[src/common/uog_pkg.sv]
// package: register map, field positions, timing constants for otg control
package uog_pkg;
   // register offsets (byte index on the plain port)
   localparam logic [3:0] OFF_HWCFG  = 4'h0;
   localparam logic [3:0] OFF_GENCTL = 4'h1;
   localparam logic [3:0] OFF_GENSTA = 4'h2;
   localparam logic [3:0] OFF_GENFLG = 4'h3;
   localparam logic [3:0] OFF_ADDRH  = 4'h4;
   localparam logic [3:0] OFF_ADDRL  = 4'h5;
   localparam logic [3:0] OFF_OTGCTL = 4'h6;
   localparam logic [3:0] OFF_OTGTMR = 4'h7;
   localparam logic [3:0] OFF_OTG_IRQ_ENABLE = 4'h8;
   localparam logic [3:0] OFF_OTGFLG = 4'h9;
   localparam logic [3:0] OFF_LINK   = 4'hA;

   // reset values
   localparam logic [7:0] GENCTL_RST = 8'h20;
   localparam logic [7:0] OTGTMR_RST = 8'h80;

   // hardware config fields
   localparam int HW_SWROLE = 7;
   localparam int HW_PINROLE = 6;
   localparam int HW_SUPPIN = 4;
   localparam int HW_REGEN  = 0;
   // general control fields
   localparam int GC_ENABLE = 7;
   localparam int GC_HOST   = 6;
   localparam int GC_FREEZE = 5;
   localparam int GC_PADEN  = 4;
   localparam int GC_IDIE   = 1;
   localparam int GC_SUPIE  = 0;
   // status fields
   localparam int ST_SPEED  = 3;
   localparam int ST_ID     = 1;
   localparam int ST_SUP    = 0;
   // otg control fields
   localparam int OC_HNP    = 5;
   localparam int OC_SRP    = 4;
   localparam int OC_SESSION_METHOD_SELECT = 3;
   localparam int OC_HWCDIS = 2;
   localparam int OC_SUPON  = 1;
   localparam int OC_SUPOFF = 0;
   // timer register fields
   localparam int TM_PAGE_LO = 5;
   localparam int TM_ONE     = 7;

   // timeouts, printed unit microseconds
   localparam int CLK_MHZ = 10;
   localparam int T_AWR_US [4] = '{20000, 50000, 70000, 100000};
   localparam int T_PLS_US [4] = '{15000, 23000, 31000, 40000};
   localparam int T_PDN_US [4] = '{93000, 105000, 118000, 131000};
   localparam int T_SRP_US [4] = '{10, 100, 1000, 11000};
   localparam int SUSPEND_TO_US = 150000;
   localparam int SUSPEND_TO_CYC = SUSPEND_TO_US * CLK_MHZ;

   // otg event positions in flag and enable registers
   typedef struct packed {
      logic suspTimeout;
      logic negError;
      logic roleSwap;
      logic bconnError;
      logic supplyDrop;
      logic sessionDet;
   } uog_evt_t;

   // register bus request
   typedef struct packed {
      logic [3:0] addr;
      logic [7:0] wdata;
      logic       wr;
      logic       rd;
   } uog_bus_t;

   // analog and pin sense inputs
   typedef struct packed {
      logic idPin;
      logic supplyHighOk;
      logic sessionOk;
      logic fullSpeed;
   } uog_sense_t;
endpackage

[src/verilog/uog_otg_general_control.sv]
// otg general control: role select, supply/id detect, timers, otg flags
//
// The address-and-strobe port and the address map were left to the implementer.
`timescale 1ns/1ps
// Operation
// - page 0 sets wait-rise timeout 20..100 ms
// - page 1 sets pulsing duration 15..40 ms
// - page 2 sets pulldown timeout 93..131 ms
// - page 3 sets session detect 10us..11ms
// - timer reg: page 6-5, value 2-0, bit7 one
// - host: supply flag hysteresis high/low inputs
// - peripheral: supply flag follows low input
// - supply change flag, gated by pad enable, not global enable
// - id change flag, independent of enable
// - role from pin or software bit
// - global enable low resets, clocks off
// - freeze gates clocks, resume detect stays
// - pad enable works with controller disabled
// - speed flag one at full speed, host role only
// - direct access uses 11-bit ram address
// - session request cleared when started
// - method bit: supply or data pulsing
// - supply on/off request drives pin
// - hw control disable of supply pin
// - negotiation request starts or accepts
// - otg event flags with same-bit enables
// - frozen: only id/supply/wake interrupts
module uog_otg_general_control
  #(parameter int SUSP_CYC = uog_pkg::SUSPEND_TO_CYC)
  (
   // clock and reset
   input  wire logic              sys_clk,
   input  wire logic              resetn,
   // register port
   input  wire uog_pkg::uog_bus_t bus,
   output logic [7:0]             rdData,
   // pins and analog sense
   input  wire uog_pkg::uog_sense_t sense,
   // otg protocol events from the link engine
   input  wire uog_pkg::uog_evt_t linkEvt,
   input  wire logic              srpStarted,
   input  wire logic              wakeEvt,
   // control outputs
   output logic                   supplyCtrlPin,
   output logic                   roleIsHost,
   output logic                   ctrlReset,
   output logic                   ctrlClkEn,
   output logic                   padEnable,
   output logic                   padRegEnable,
   output logic                   ramDirectAccess,
   output logic [10:0]            ramDirectAddress,
   output logic [22:0]            activeTimeoutCyc,
   output logic [1:0]             activeTimeoutSel,
   output logic                   sessionMethodVbus,
   output logic                   negotiationReq,
   output logic                   sessionReq,
   output logic                   generalIrq
   );
   import uog_pkg::*;

   // converts microseconds to cycles, never below one
   // the clamp keeps a zero-length timeout from firing at once
   // 23 bits cover the longest page value at 10 MHz
   function automatic logic [22:0] us2cyc(input int us);
      int c;
      c = us * CLK_MHZ;
      if (c < 1) c = 1;
      return c[22:0];
   endfunction

   // true when a write hits the given offset
   function automatic logic wrHit(input uog_bus_t b, input logic [3:0] a);
      return b.wr && (b.addr == a);
   endfunction

   logic       rstMeta_ff;
   logic       rstSync_ff;
   logic       rstn;
   logic [2:0] idSync_ff;
   logic [2:0] hiSync_ff;
   logic [2:0] loSync_ff;
   logic       idStable_ff;
   logic       hiStable_ff;
   logic       loStable_ff;
   logic [7:0] hwCfg_ff;
   logic [7:0] genCtl_ff;
   logic [1:0] genFlg_ff;
   logic [2:0] addrH_ff;
   logic [7:0] addrL_ff;
   logic       ram_direct_access_ff;
   logic [5:0] otgCtl_ff;
   logic [1:0] tmPage_ff;
   logic [2:0] tmVal_ff;
   logic [1:0] tmSel_ff [4];
   logic [5:0] otg_irq_enable_ff;
   logic [5:0] otgFlg_ff;
   logic       supply_ff;
   logic       supplyPrev_ff;
   logic [7:0] rdData_ff;
   logic [27:0] suspCnt_ff;
   logic       nxt_supply;
   logic       hostRole;
   logic       frozen;
   logic       enabled;
   logic [5:0] otgSet;
   logic       idChange;
   logic       supChange;
   logic [7:0] nxt_rd;

   // reset release through two flops
   // assertion stays asynchronous, only the release is timed
   // so no flop leaves reset a cycle before its neighbour
   always_ff @(posedge sys_clk or negedge resetn) begin
      if (!resetn) begin
         rstMeta_ff <= 1'b0;
         rstSync_ff <= 1'b0;
      end else begin
         rstMeta_ff <= 1'b1;
         rstSync_ff <= rstMeta_ff;
      end
   end
   assign rstn = rstSync_ff;

   // three-stage pin sync; stable value moves when stages 2 and 3 agree
   // stage 1 may be metastable and is read by the shift only
   // a glitch shorter than one cycle never reaches the flags
   // latency from pin edge to id flag is three to four cycles, to supply change flag five to six
   always_ff @(posedge sys_clk or negedge rstn) begin
      if (!rstn) begin
         idSync_ff   <= 3'h7;
         hiSync_ff   <= 3'h0;
         loSync_ff   <= 3'h0;
         idStable_ff <= 1'b1;
         hiStable_ff <= 1'b0;
         loStable_ff <= 1'b0;
      end else begin
         idSync_ff <= {idSync_ff[1:0], sense.idPin};
         hiSync_ff <= {hiSync_ff[1:0], sense.supplyHighOk};
         loSync_ff <= {loSync_ff[1:0], sense.sessionOk};
         if (idSync_ff[1] == idSync_ff[2]) idStable_ff <= idSync_ff[2];
         if (hiSync_ff[1] == hiSync_ff[2]) hiStable_ff <= hiSync_ff[2];
         if (loSync_ff[1] == loSync_ff[2]) loStable_ff <= loSync_ff[2];
      end
   end

   // role: pin high (no a-plug) means peripheral
   // the pin path uses the filtered copy, so a bouncing plug
   // cannot toggle the role faster than the flag can follow
   always_comb begin
      if (hwCfg_ff[HW_PINROLE]) hostRole = ~idStable_ff;
      else                      hostRole = ~hwCfg_ff[HW_SWROLE];
   end
   // pin mode is only sampled, software keeps it steady while disabled
   assign roleIsHost = hostRole;
   assign enabled    = genCtl_ff[GC_ENABLE];
   assign frozen     = genCtl_ff[GC_FREEZE];
   assign ctrlReset  = ~enabled;
   assign ctrlClkEn  = enabled & ~frozen;
   assign padEnable  = genCtl_ff[GC_PADEN];
   assign padRegEnable = hwCfg_ff[HW_REGEN];

   // supply-present flag: hysteresis in host, follow in peripheral
   always_comb begin
      nxt_supply = supply_ff;
      if (!padEnable) nxt_supply = 1'b0;
      else if (hostRole) begin
         if (hiStable_ff)       nxt_supply = 1'b1;
         else if (!loStable_ff) nxt_supply = 1'b0;
      end else begin
         nxt_supply = loStable_ff;
      end
   end
   // one-cycle pulse on each move of the supply flag
   assign supChange = supply_ff ^ supplyPrev_ff;

   // id edge: only when stages agree and differ from the stable copy
   // ties the flag to the same cycle the stable copy moves
   always_comb begin
      idChange = (idSync_ff[1] == idSync_ff[2])
               & (idSync_ff[2] != idStable_ff);
   end

   always_ff @(posedge sys_clk or negedge rstn) begin
      if (!rstn) begin
         supply_ff     <= 1'b0;
         supplyPrev_ff <= 1'b0;
      end else begin
         supply_ff     <= nxt_supply;
         supplyPrev_ff <= supply_ff;
      end
   end

   // hardware config register, not reset by global enable
   always_ff @(posedge sys_clk or negedge rstn) begin
      if (!rstn) hwCfg_ff <= 8'h00;
      else if (wrHit(bus, OFF_HWCFG))
         hwCfg_ff <= bus.wdata & 8'hD1;
   end

   // general control; pad enable writable regardless of enable
   always_ff @(posedge sys_clk or negedge rstn) begin
      if (!rstn) genCtl_ff <= GENCTL_RST;
      else if (wrHit(bus, OFF_GENCTL))
         genCtl_ff <= bus.wdata & 8'hF3;
   end

   // id and supply transition flags; set beats a clear write
   always_ff @(posedge sys_clk or negedge rstn) begin
      if (!rstn) genFlg_ff <= 2'h0;
      else begin
         for (int i = 0; i < 2; i++) begin
            if (wrHit(bus, OFF_GENFLG) && !bus.wdata[i])
               genFlg_ff[i] <= 1'b0;
         end
         if (idChange)  genFlg_ff[1] <= 1'b1;
         if (supChange) genFlg_ff[0] <= 1'b1;
      end
   end

   // direct ram access address; auto-increment left to data path
   always_ff @(posedge sys_clk or negedge rstn) begin
      if (!rstn) begin
         ram_direct_access_ff <= 1'b0;
         addrH_ff <= 3'h0;
         addrL_ff <= 8'h00;
      end else begin
         if (wrHit(bus, OFF_ADDRH)) begin
            ram_direct_access_ff <= bus.wdata[7];
            addrH_ff <= bus.wdata[2:0];
         end
         if (wrHit(bus, OFF_ADDRL)) addrL_ff <= bus.wdata;
      end
   end
   assign ramDirectAccess  = ram_direct_access_ff;
   assign ramDirectAddress = {addrH_ff, addrL_ff};

   // otg control; whole block held reset while disabled
   // software must re-arm every request after a re-enable
   // the off request bit is a strobe and never reads back set
   always_ff @(posedge sys_clk or negedge rstn) begin
      if (!rstn) otgCtl_ff <= 6'h00;
      else if (!enabled) otgCtl_ff <= 6'h00;
      else begin
         if (wrHit(bus, OFF_OTGCTL)) begin
            otgCtl_ff[5:2] <= bus.wdata[5:2];
            if (bus.wdata[OC_SRP] && hostRole)
               otgCtl_ff[OC_SRP] <= 1'b0;
            if (bus.wdata[OC_SUPON]) otgCtl_ff[OC_SUPON] <= 1'b1;
         end
         if (srpStarted) otgCtl_ff[OC_SRP] <= 1'b0;
         // off request wins and never stays stored
         if (wrHit(bus, OFF_OTGCTL) && bus.wdata[OC_SUPOFF])
            otgCtl_ff[OC_SUPON] <= 1'b0;
         otgCtl_ff[OC_SUPOFF] <= 1'b0;
      end
   end
   assign negotiationReq    = otgCtl_ff[OC_HNP];
   assign sessionReq        = otgCtl_ff[OC_SRP];
   assign sessionMethodVbus = otgCtl_ff[OC_SESSION_METHOD_SELECT];

   // supply pin: request bit, plus hardware drop-off unless disabled
   // a supply drop cuts the pin at once, before software reacts
   always_comb begin
      supplyCtrlPin = otgCtl_ff[OC_SUPON] & hwCfg_ff[HW_SUPPIN];
      if (!otgCtl_ff[OC_HWCDIS] && otgFlg_ff[1])
         supplyCtrlPin = 1'b0;
   end

   // timer page/value; each page keeps its own value
   // a read shows only the last page written, not all four
   // value bit 2 is stored for read-back but selects nothing
   always_ff @(posedge sys_clk or negedge rstn) begin
      if (!rstn) begin
         tmPage_ff <= 2'h0;
         tmVal_ff  <= 3'h0;
         for (int p = 0; p < 4; p++) tmSel_ff[p] <= 2'h0;
      end else if (wrHit(bus, OFF_OTGTMR)) begin
         tmPage_ff <= bus.wdata[6:5];
         tmVal_ff  <= bus.wdata[2:0];
         tmSel_ff[bus.wdata[6:5]] <= bus.wdata[1:0];
      end
   end

   // timeout of the page being viewed, in cycles
   always_comb begin
      activeTimeoutSel = tmSel_ff[tmPage_ff];
      unique case (tmPage_ff)
         2'h0: activeTimeoutCyc = us2cyc(T_AWR_US[activeTimeoutSel]);
         2'h1: activeTimeoutCyc = us2cyc(T_PLS_US[activeTimeoutSel]);
         2'h2: activeTimeoutCyc = us2cyc(T_PDN_US[activeTimeoutSel]);
         2'h3: activeTimeoutCyc = us2cyc(T_SRP_US[activeTimeoutSel]);
      endcase
   end

   // suspend watchdog; counts only while clocks run
   // saturates so the flag is raised once per suspend
   // freezing restarts the count, trading accuracy for power
   always_ff @(posedge sys_clk or negedge rstn) begin
      if (!rstn) suspCnt_ff <= 28'h0;
      else if (!ctrlClkEn || !linkEvt.suspTimeout) suspCnt_ff <= 28'h0;
      else if (suspCnt_ff != SUSP_CYC[27:0]) suspCnt_ff <= suspCnt_ff + 28'h1;
   end

   // otg events; none raised while frozen or disabled
   always_comb begin
      otgSet = {(suspCnt_ff == SUSP_CYC[27:0] - 28'h1) & linkEvt.suspTimeout,
                linkEvt.negError, linkEvt.roleSwap, linkEvt.bconnError,
                linkEvt.supplyDrop, linkEvt.sessionDet};
      if (!ctrlClkEn) otgSet = 6'h00;
   end

   always_ff @(posedge sys_clk or negedge rstn) begin
      if (!rstn) begin
         otg_irq_enable_ff <= 6'h00;
         otgFlg_ff <= 6'h00;
      end else begin
         if (wrHit(bus, OFF_OTG_IRQ_ENABLE)) otg_irq_enable_ff <= bus.wdata[5:0];
         for (int i = 0; i < 6; i++) begin
            if (wrHit(bus, OFF_OTGFLG) && !bus.wdata[i])
               otgFlg_ff[i] <= 1'b0;
            if (otgSet[i]) otgFlg_ff[i] <= 1'b1;
         end
      end
   end

   // single request line; wake path stays live under freeze
   assign generalIrq = |(genFlg_ff & genCtl_ff[1:0])
                     | (|(otgFlg_ff & otg_irq_enable_ff))
                     | (wakeEvt & frozen);

   // read mux
   // unmapped offsets and reserved bits read as zero
   // speed bit masked in device role, where it means nothing
   always_comb begin
      nxt_rd = 8'h00;
      unique case (bus.addr)
         OFF_HWCFG:  nxt_rd = hwCfg_ff;
         OFF_GENCTL: nxt_rd = genCtl_ff;
         OFF_GENSTA: nxt_rd = {4'h0, sense.fullSpeed & hostRole, 1'b0,
                               idStable_ff, supply_ff};
         OFF_GENFLG: nxt_rd = {6'h00, genFlg_ff};
         OFF_ADDRH:  nxt_rd = {ram_direct_access_ff, 4'h0, addrH_ff};
         OFF_ADDRL:  nxt_rd = addrL_ff;
         OFF_OTGCTL: nxt_rd = {2'h0, otgCtl_ff};
         OFF_OTGTMR: nxt_rd = {1'b1, tmPage_ff, 2'h0, tmVal_ff};
         OFF_OTG_IRQ_ENABLE: nxt_rd = {2'h0, otg_irq_enable_ff};
         OFF_OTGFLG: nxt_rd = {2'h0, otgFlg_ff};
         default:    nxt_rd = 8'h00;
      endcase
   end

   // read data one cycle after strobe, only then
   always_ff @(posedge sys_clk or negedge rstn) begin
      if (!rstn) rdData_ff <= 8'h00;
      else if (bus.rd) rdData_ff <= nxt_rd;
      else rdData_ff <= 8'h00;
   end
   assign rdData = rdData_ff;
endmodule

[config.mk]
export PLATFORM = sky130hd
export DESIGN_NAME = uog_otg_general_control
export DESIGN_NICKNAME = d
export VERILOG_FILES = /design/src/common/uog_pkg.sv /design/src/verilog/uog_otg_general_control.sv
export SDC_FILE = /design/constraint.sdc
export NUM_CORES = 1
export LEC_CHECK = 0
export ABC_AREA = 1
export BUFFER_PORTS_ARGS = -buffer_cell sky130_fd_sc_hd__buf_2
export CORE_MARGIN = 2
export CORE_UTILIZATION = 55
export CTS_CLUSTER_SIZE = 16
export DETAILED_ROUTE_END_ITERATION = 10
export GPL_ROUTABILITY_DRIVEN = 0
export PLACE_DENSITY = 0.81
export SETUP_SLACK_MARGIN = 0.15
export SLEW_MARGIN = 0
export SYNTH_ARGS = -nofsm -noshare
export SYNTH_HDL_FRONTEND = slang
export SYNTH_SLANG_ARGS = --single-unit
[constraint.sdc]
create_clock -name sys_clk -period 4.3 [get_ports sys_clk]
set_input_delay 0.645 -clock sys_clk [delete_from_list [all_inputs] [get_ports sys_clk]]
set_output_delay 0.645 -clock sys_clk [all_outputs]
set_load 0.02 [all_outputs]
==> flow_metrics.py <==
metrics = {
    "logic_synthesis": {
        "synth_seq_cells": 106,
        "seq_area_frac_synth_pct": 46.17,
        "synth_ff_type": "dfrtp_1",
        "syn_avg_cell_area_um2": 7.772,
        "ys_warn_count": 0,
        "async_reset_ff_share_pct": 100.0,
        "synth_edf_count": 0,
        "netlist_instances": 741,
        "yosysUniqueCellTypes": 45,
        "synth_area_um2": 5759,
    },
    "power_and_ir_drop": {
        "power_density_nw_per_um2": 429.6,
        "leakage_nw": 3.185,
        "vdd_drop_max_uv": 210.0,
    },
    "detailed_routing": {
        "drt-total-wl_um": 14790,
        "drc_errors": 0,
        "drt_iter0_drc": 582,
        "postRouteAntennaNets": 0,
        "viasPerCell": 5.758,
        "drtPass1Iterations": 5,
        "detail_route.wl_per_cell_um": 15.33,
        "vias": 5556,
    },
    "floorplanning": {
        "coreArea_um2": 10230,
        "dieArea_um2": 11310,
        "fp.dieW_um": 106.3,
        "fp-row-count": 37,
        "initial_core_util_pct": 56.29,
        "die_y_um": 106.3,
        "io_pins": 83,
    },
    "cells_and_area": {
        "nFillCells": 868,
        "n_antenna_cell": 0,
        "fin_cells": 965,
        "area_delta_synth_final_pct": 12.62,
        "nets": 866,
        "drive_above_1_share_pct": 16.41,
    },
    "sta": {
        "setup_viol": 0,
        "finalCritPeriodShare_pct": 90.03,
        "worst_pin_slew_ns": 0.9530,
        "tns_ns": 0,
        "clock_skew_ns": 0.01861,
        "final_hold_viol_count": 0,
        "fmax_ghz": 0.2583,
        "rsz0062_at_grt": "no",
        "relSlewSlack_pct": 36.47,
        "slew_violations": 0,
        "layout_min_cycle_time_ns": 3.871,
    },
    "clock_network": {
        "clkTransAtPathRegs_ns": 0.12,
        "cts_sinks": 106,
        "cts_inserted_buffers": 9,
        "tritoncts": "built",
        "clk_path_buf_depth": 2,
        "htreeDepth": 3,
        "clock_latency_ns": 0.38,
        "post_cts_resize_count": 0,
        "clockRootBuffer": "clkbuf_8",
        "ctsHoldBuffers": 0,
        "postCtsSetupBuffers": 0,
    },
    "global_routing": {
        "grt_pass1_wl_um": 24730,
        "grt_pass1_vias": 5266,
        "track_usage_pct": 27.36,
        "grt_max_degree": 78,
        "antenna_found_initial": 0,
        "overflow": 0,
    },
    "critical_path": {
        "critPathCaptureType": "output port",
        "cp.arrival_ns": 3.23,
        "timing_worst_setup_path_type": "reg2out",
        "crit_required_ns": 3.65,
        "start_kind": "flop",
        "cp_max_fo": 9,
    },
    "run_status": {
        "status": "finished clean",
    },
    "placement": {
        "hpwl_um": 11050,
        "dp.cells": 948,
        "io_buffer_count": 79,
    },
    "run": {
        "maxCapViolCount": 0,
    },
    "worst_hold_path": {
        "hold_path_class": "in2reg",
    },
}
==> kinds of logic after synthesis <==
group	count (synthesis)	share of synthesized area, %
AOI/OAI and AO/OA	136	13.25
and+or+nand+nor	367	28.33
other	2	0.1304
adders and majority gates	16	3.389
DFF	106	46.17
xor gates and xnor gates	9	1.369
buffers and inverters	105	7.365
==> worst max-delay path, cell delays in order, from the launching register on <==
cell and delay [ns]:
dfrtp_1 0.47, inv_2 0.17, nand2_1 0.07, nand2_1 0.06, nand2_1 0.07, nand2_2 0.19
inv_1 0.17, ha_1 0.41, inv_1 0.17, nor3_1 0.32, o21ai_2 0.13, a21oi_1 0.25
inv_1 0.09, o21ai_2 0.10, buf_2 0.17
==> routing by layer <==
layer / GRT usage [%] / part of all wire, % / vias up
met5: 0 / 0 / -
met4: 11.28 / 3.0 / 0
met3: 4.905 / 8.6 / 54
met2: 43.04 / 46 / 321
met1: 37.56 / 42 / 2594
li1: - / - / 2587
==> through the flow <==
stage	area (µm²)	total power [mW]	utilization, %	worst slack [ns]	hold slack [ns]
finish	6486	2.787	63.40	0.4286	0.3459
global route	6486	2.943	63.40	0.2238	0.3188
CTS	6476	2.778	63.30	0.5261	0.009372
detailed placement	6272	2.165	61.31	0.9695	0.3381
global placement	6272	2.131	61.31	1.193	0.3344
floorplan	5767	1.864	-	1.137	0.3312
==> power by group <==
group          total (mW)  switching [mW]  leakage, nW  internal (mW)
Sequential           1.22           0.113         1.35           1.11
Combinational       0.948           0.651         1.73          0.297
Clock               0.617           0.386       0.0994          0.232
Total                2.79            1.15         3.19           1.64
==> cell usage in the layout (no fill, tap or decap), types with 7 or more instances in the layout <==
master    synthesis  layout
a21oi_1          29      29
xor2_1            7       7
nand2_1         206     206
nand4_1          12      12
o21ai_0          73      73
inv_1            89      89
ha_1             14      14
nand3_1          41      41
nor3_1           24      24
nor2_1           54      54
dfrtp_1         101     100
buf_2             3      79
clkbuf_8          0       9
==> Yosys cell counts, types with 2 or more instances <==
| library cell | n | area (µm²) |
|---|---|---|
| nand2_1 | 206 | 773.2 |
| dfrtp_1 | 101 | 2527 |
| inv_1 | 89 | 334.1 |
| o21ai_0 | 73 | 365.4 |
| nor2_1 | 54 | 202.7 |
| nand3_1 | 41 | 205.2 |
| a21oi_1 | 29 | 145.1 |
| nor3_1 | 24 | 120.1 |
| ha_1 | 14 | 175.2 |
| nand4_1 | 12 | 75.07 |
| xor2_1 | 7 | 61.31 |
| a31oi_1 | 6 | 37.54 |
| nand2_2 | 6 | 37.54 |
| nand3_2 | 6 | 60.06 |
| nor2_2 | 6 | 37.54 |
| buf_4 | 5 | 37.54 |
| dfstp_2 | 5 | 131.4 |
| inv_2 | 5 | 18.77 |
| nor2_4 | 4 | 45.04 |
| o22ai_1 | 4 | 25.02 |
| a221oi_1 | 3 | 26.28 |
| buf_2 | 3 | 15.01 |
| o2111ai_1 | 3 | 26.28 |
| o21ai_1 | 3 | 15.01 |
| o21ai_2 | 3 | 26.28 |
| o221ai_1 | 3 | 26.28 |
| a211oi_1 | 2 | 15.01 |
| clkbuf_1 | 2 | 7.510 |
| conb_1 | 2 | 7.510 |
| maj3_1 | 2 | 20.02 |
| nand3b_1 | 2 | 15.01 |
| o211ai_1 | 2 | 15.01 |
| xnor2_1 | 2 | 17.52 |
==> sequential cells by signal (all words and copies together), names as in the netlist, 2 cells and up <==
register	flops
idSync_ff	3
genCtl_ff	6
tmPage_ff	2
otgCtl_ff	5
rdData	8
suspCnt_ff	28
hwCfg_ff	4
tmVal_ff	3
otg_irq_enable_ff	6
hiSync_ff	3
otgFlg_ff	6
loSync_ff	3
addrH_ff	3
addrL_ff	8
genFlg_ff	2
tmSel_ff	8
==> path summary, 6_finish.rpt <==
kind | slack, ns | cells after the start | endpoint | from
worst max-delay path | 0.43 | 14 | activeTimeoutCyc[12] | tmPage_ff[0]
worst min-delay path | 0.35 | 1 | idSync_ff[0] | sense[3]
worst max register to register | 2.32 | 7 | otgFlg_ff[5] | genCtl_ff[7]
worst min register to register | 0.36 | 0 | loSync_ff[1] | loSync_ff[0]
max in group asynchronous | 2.83 | 1 | genCtl_ff[5] | rstSync_ff
min in group asynchronous | 0.50 | 0 | suspCnt_ff[1] | rstSync_ff
==> cell type report <==
cell class                      count  area, µm²  area share [%]
Clock inverter                      7      80.08           1.235
Inverter                           94      352.8           5.440
Sequential cell                   106       2663           41.05
Tap cell                          136      170.2           2.623
Clock buffer                        9      123.9           1.910
Multi-Input combinational cell    532       2684           41.38
Timing Repair Buffer               81      412.9           6.366
No activity file was read; power rests on OpenSTA's default activity.
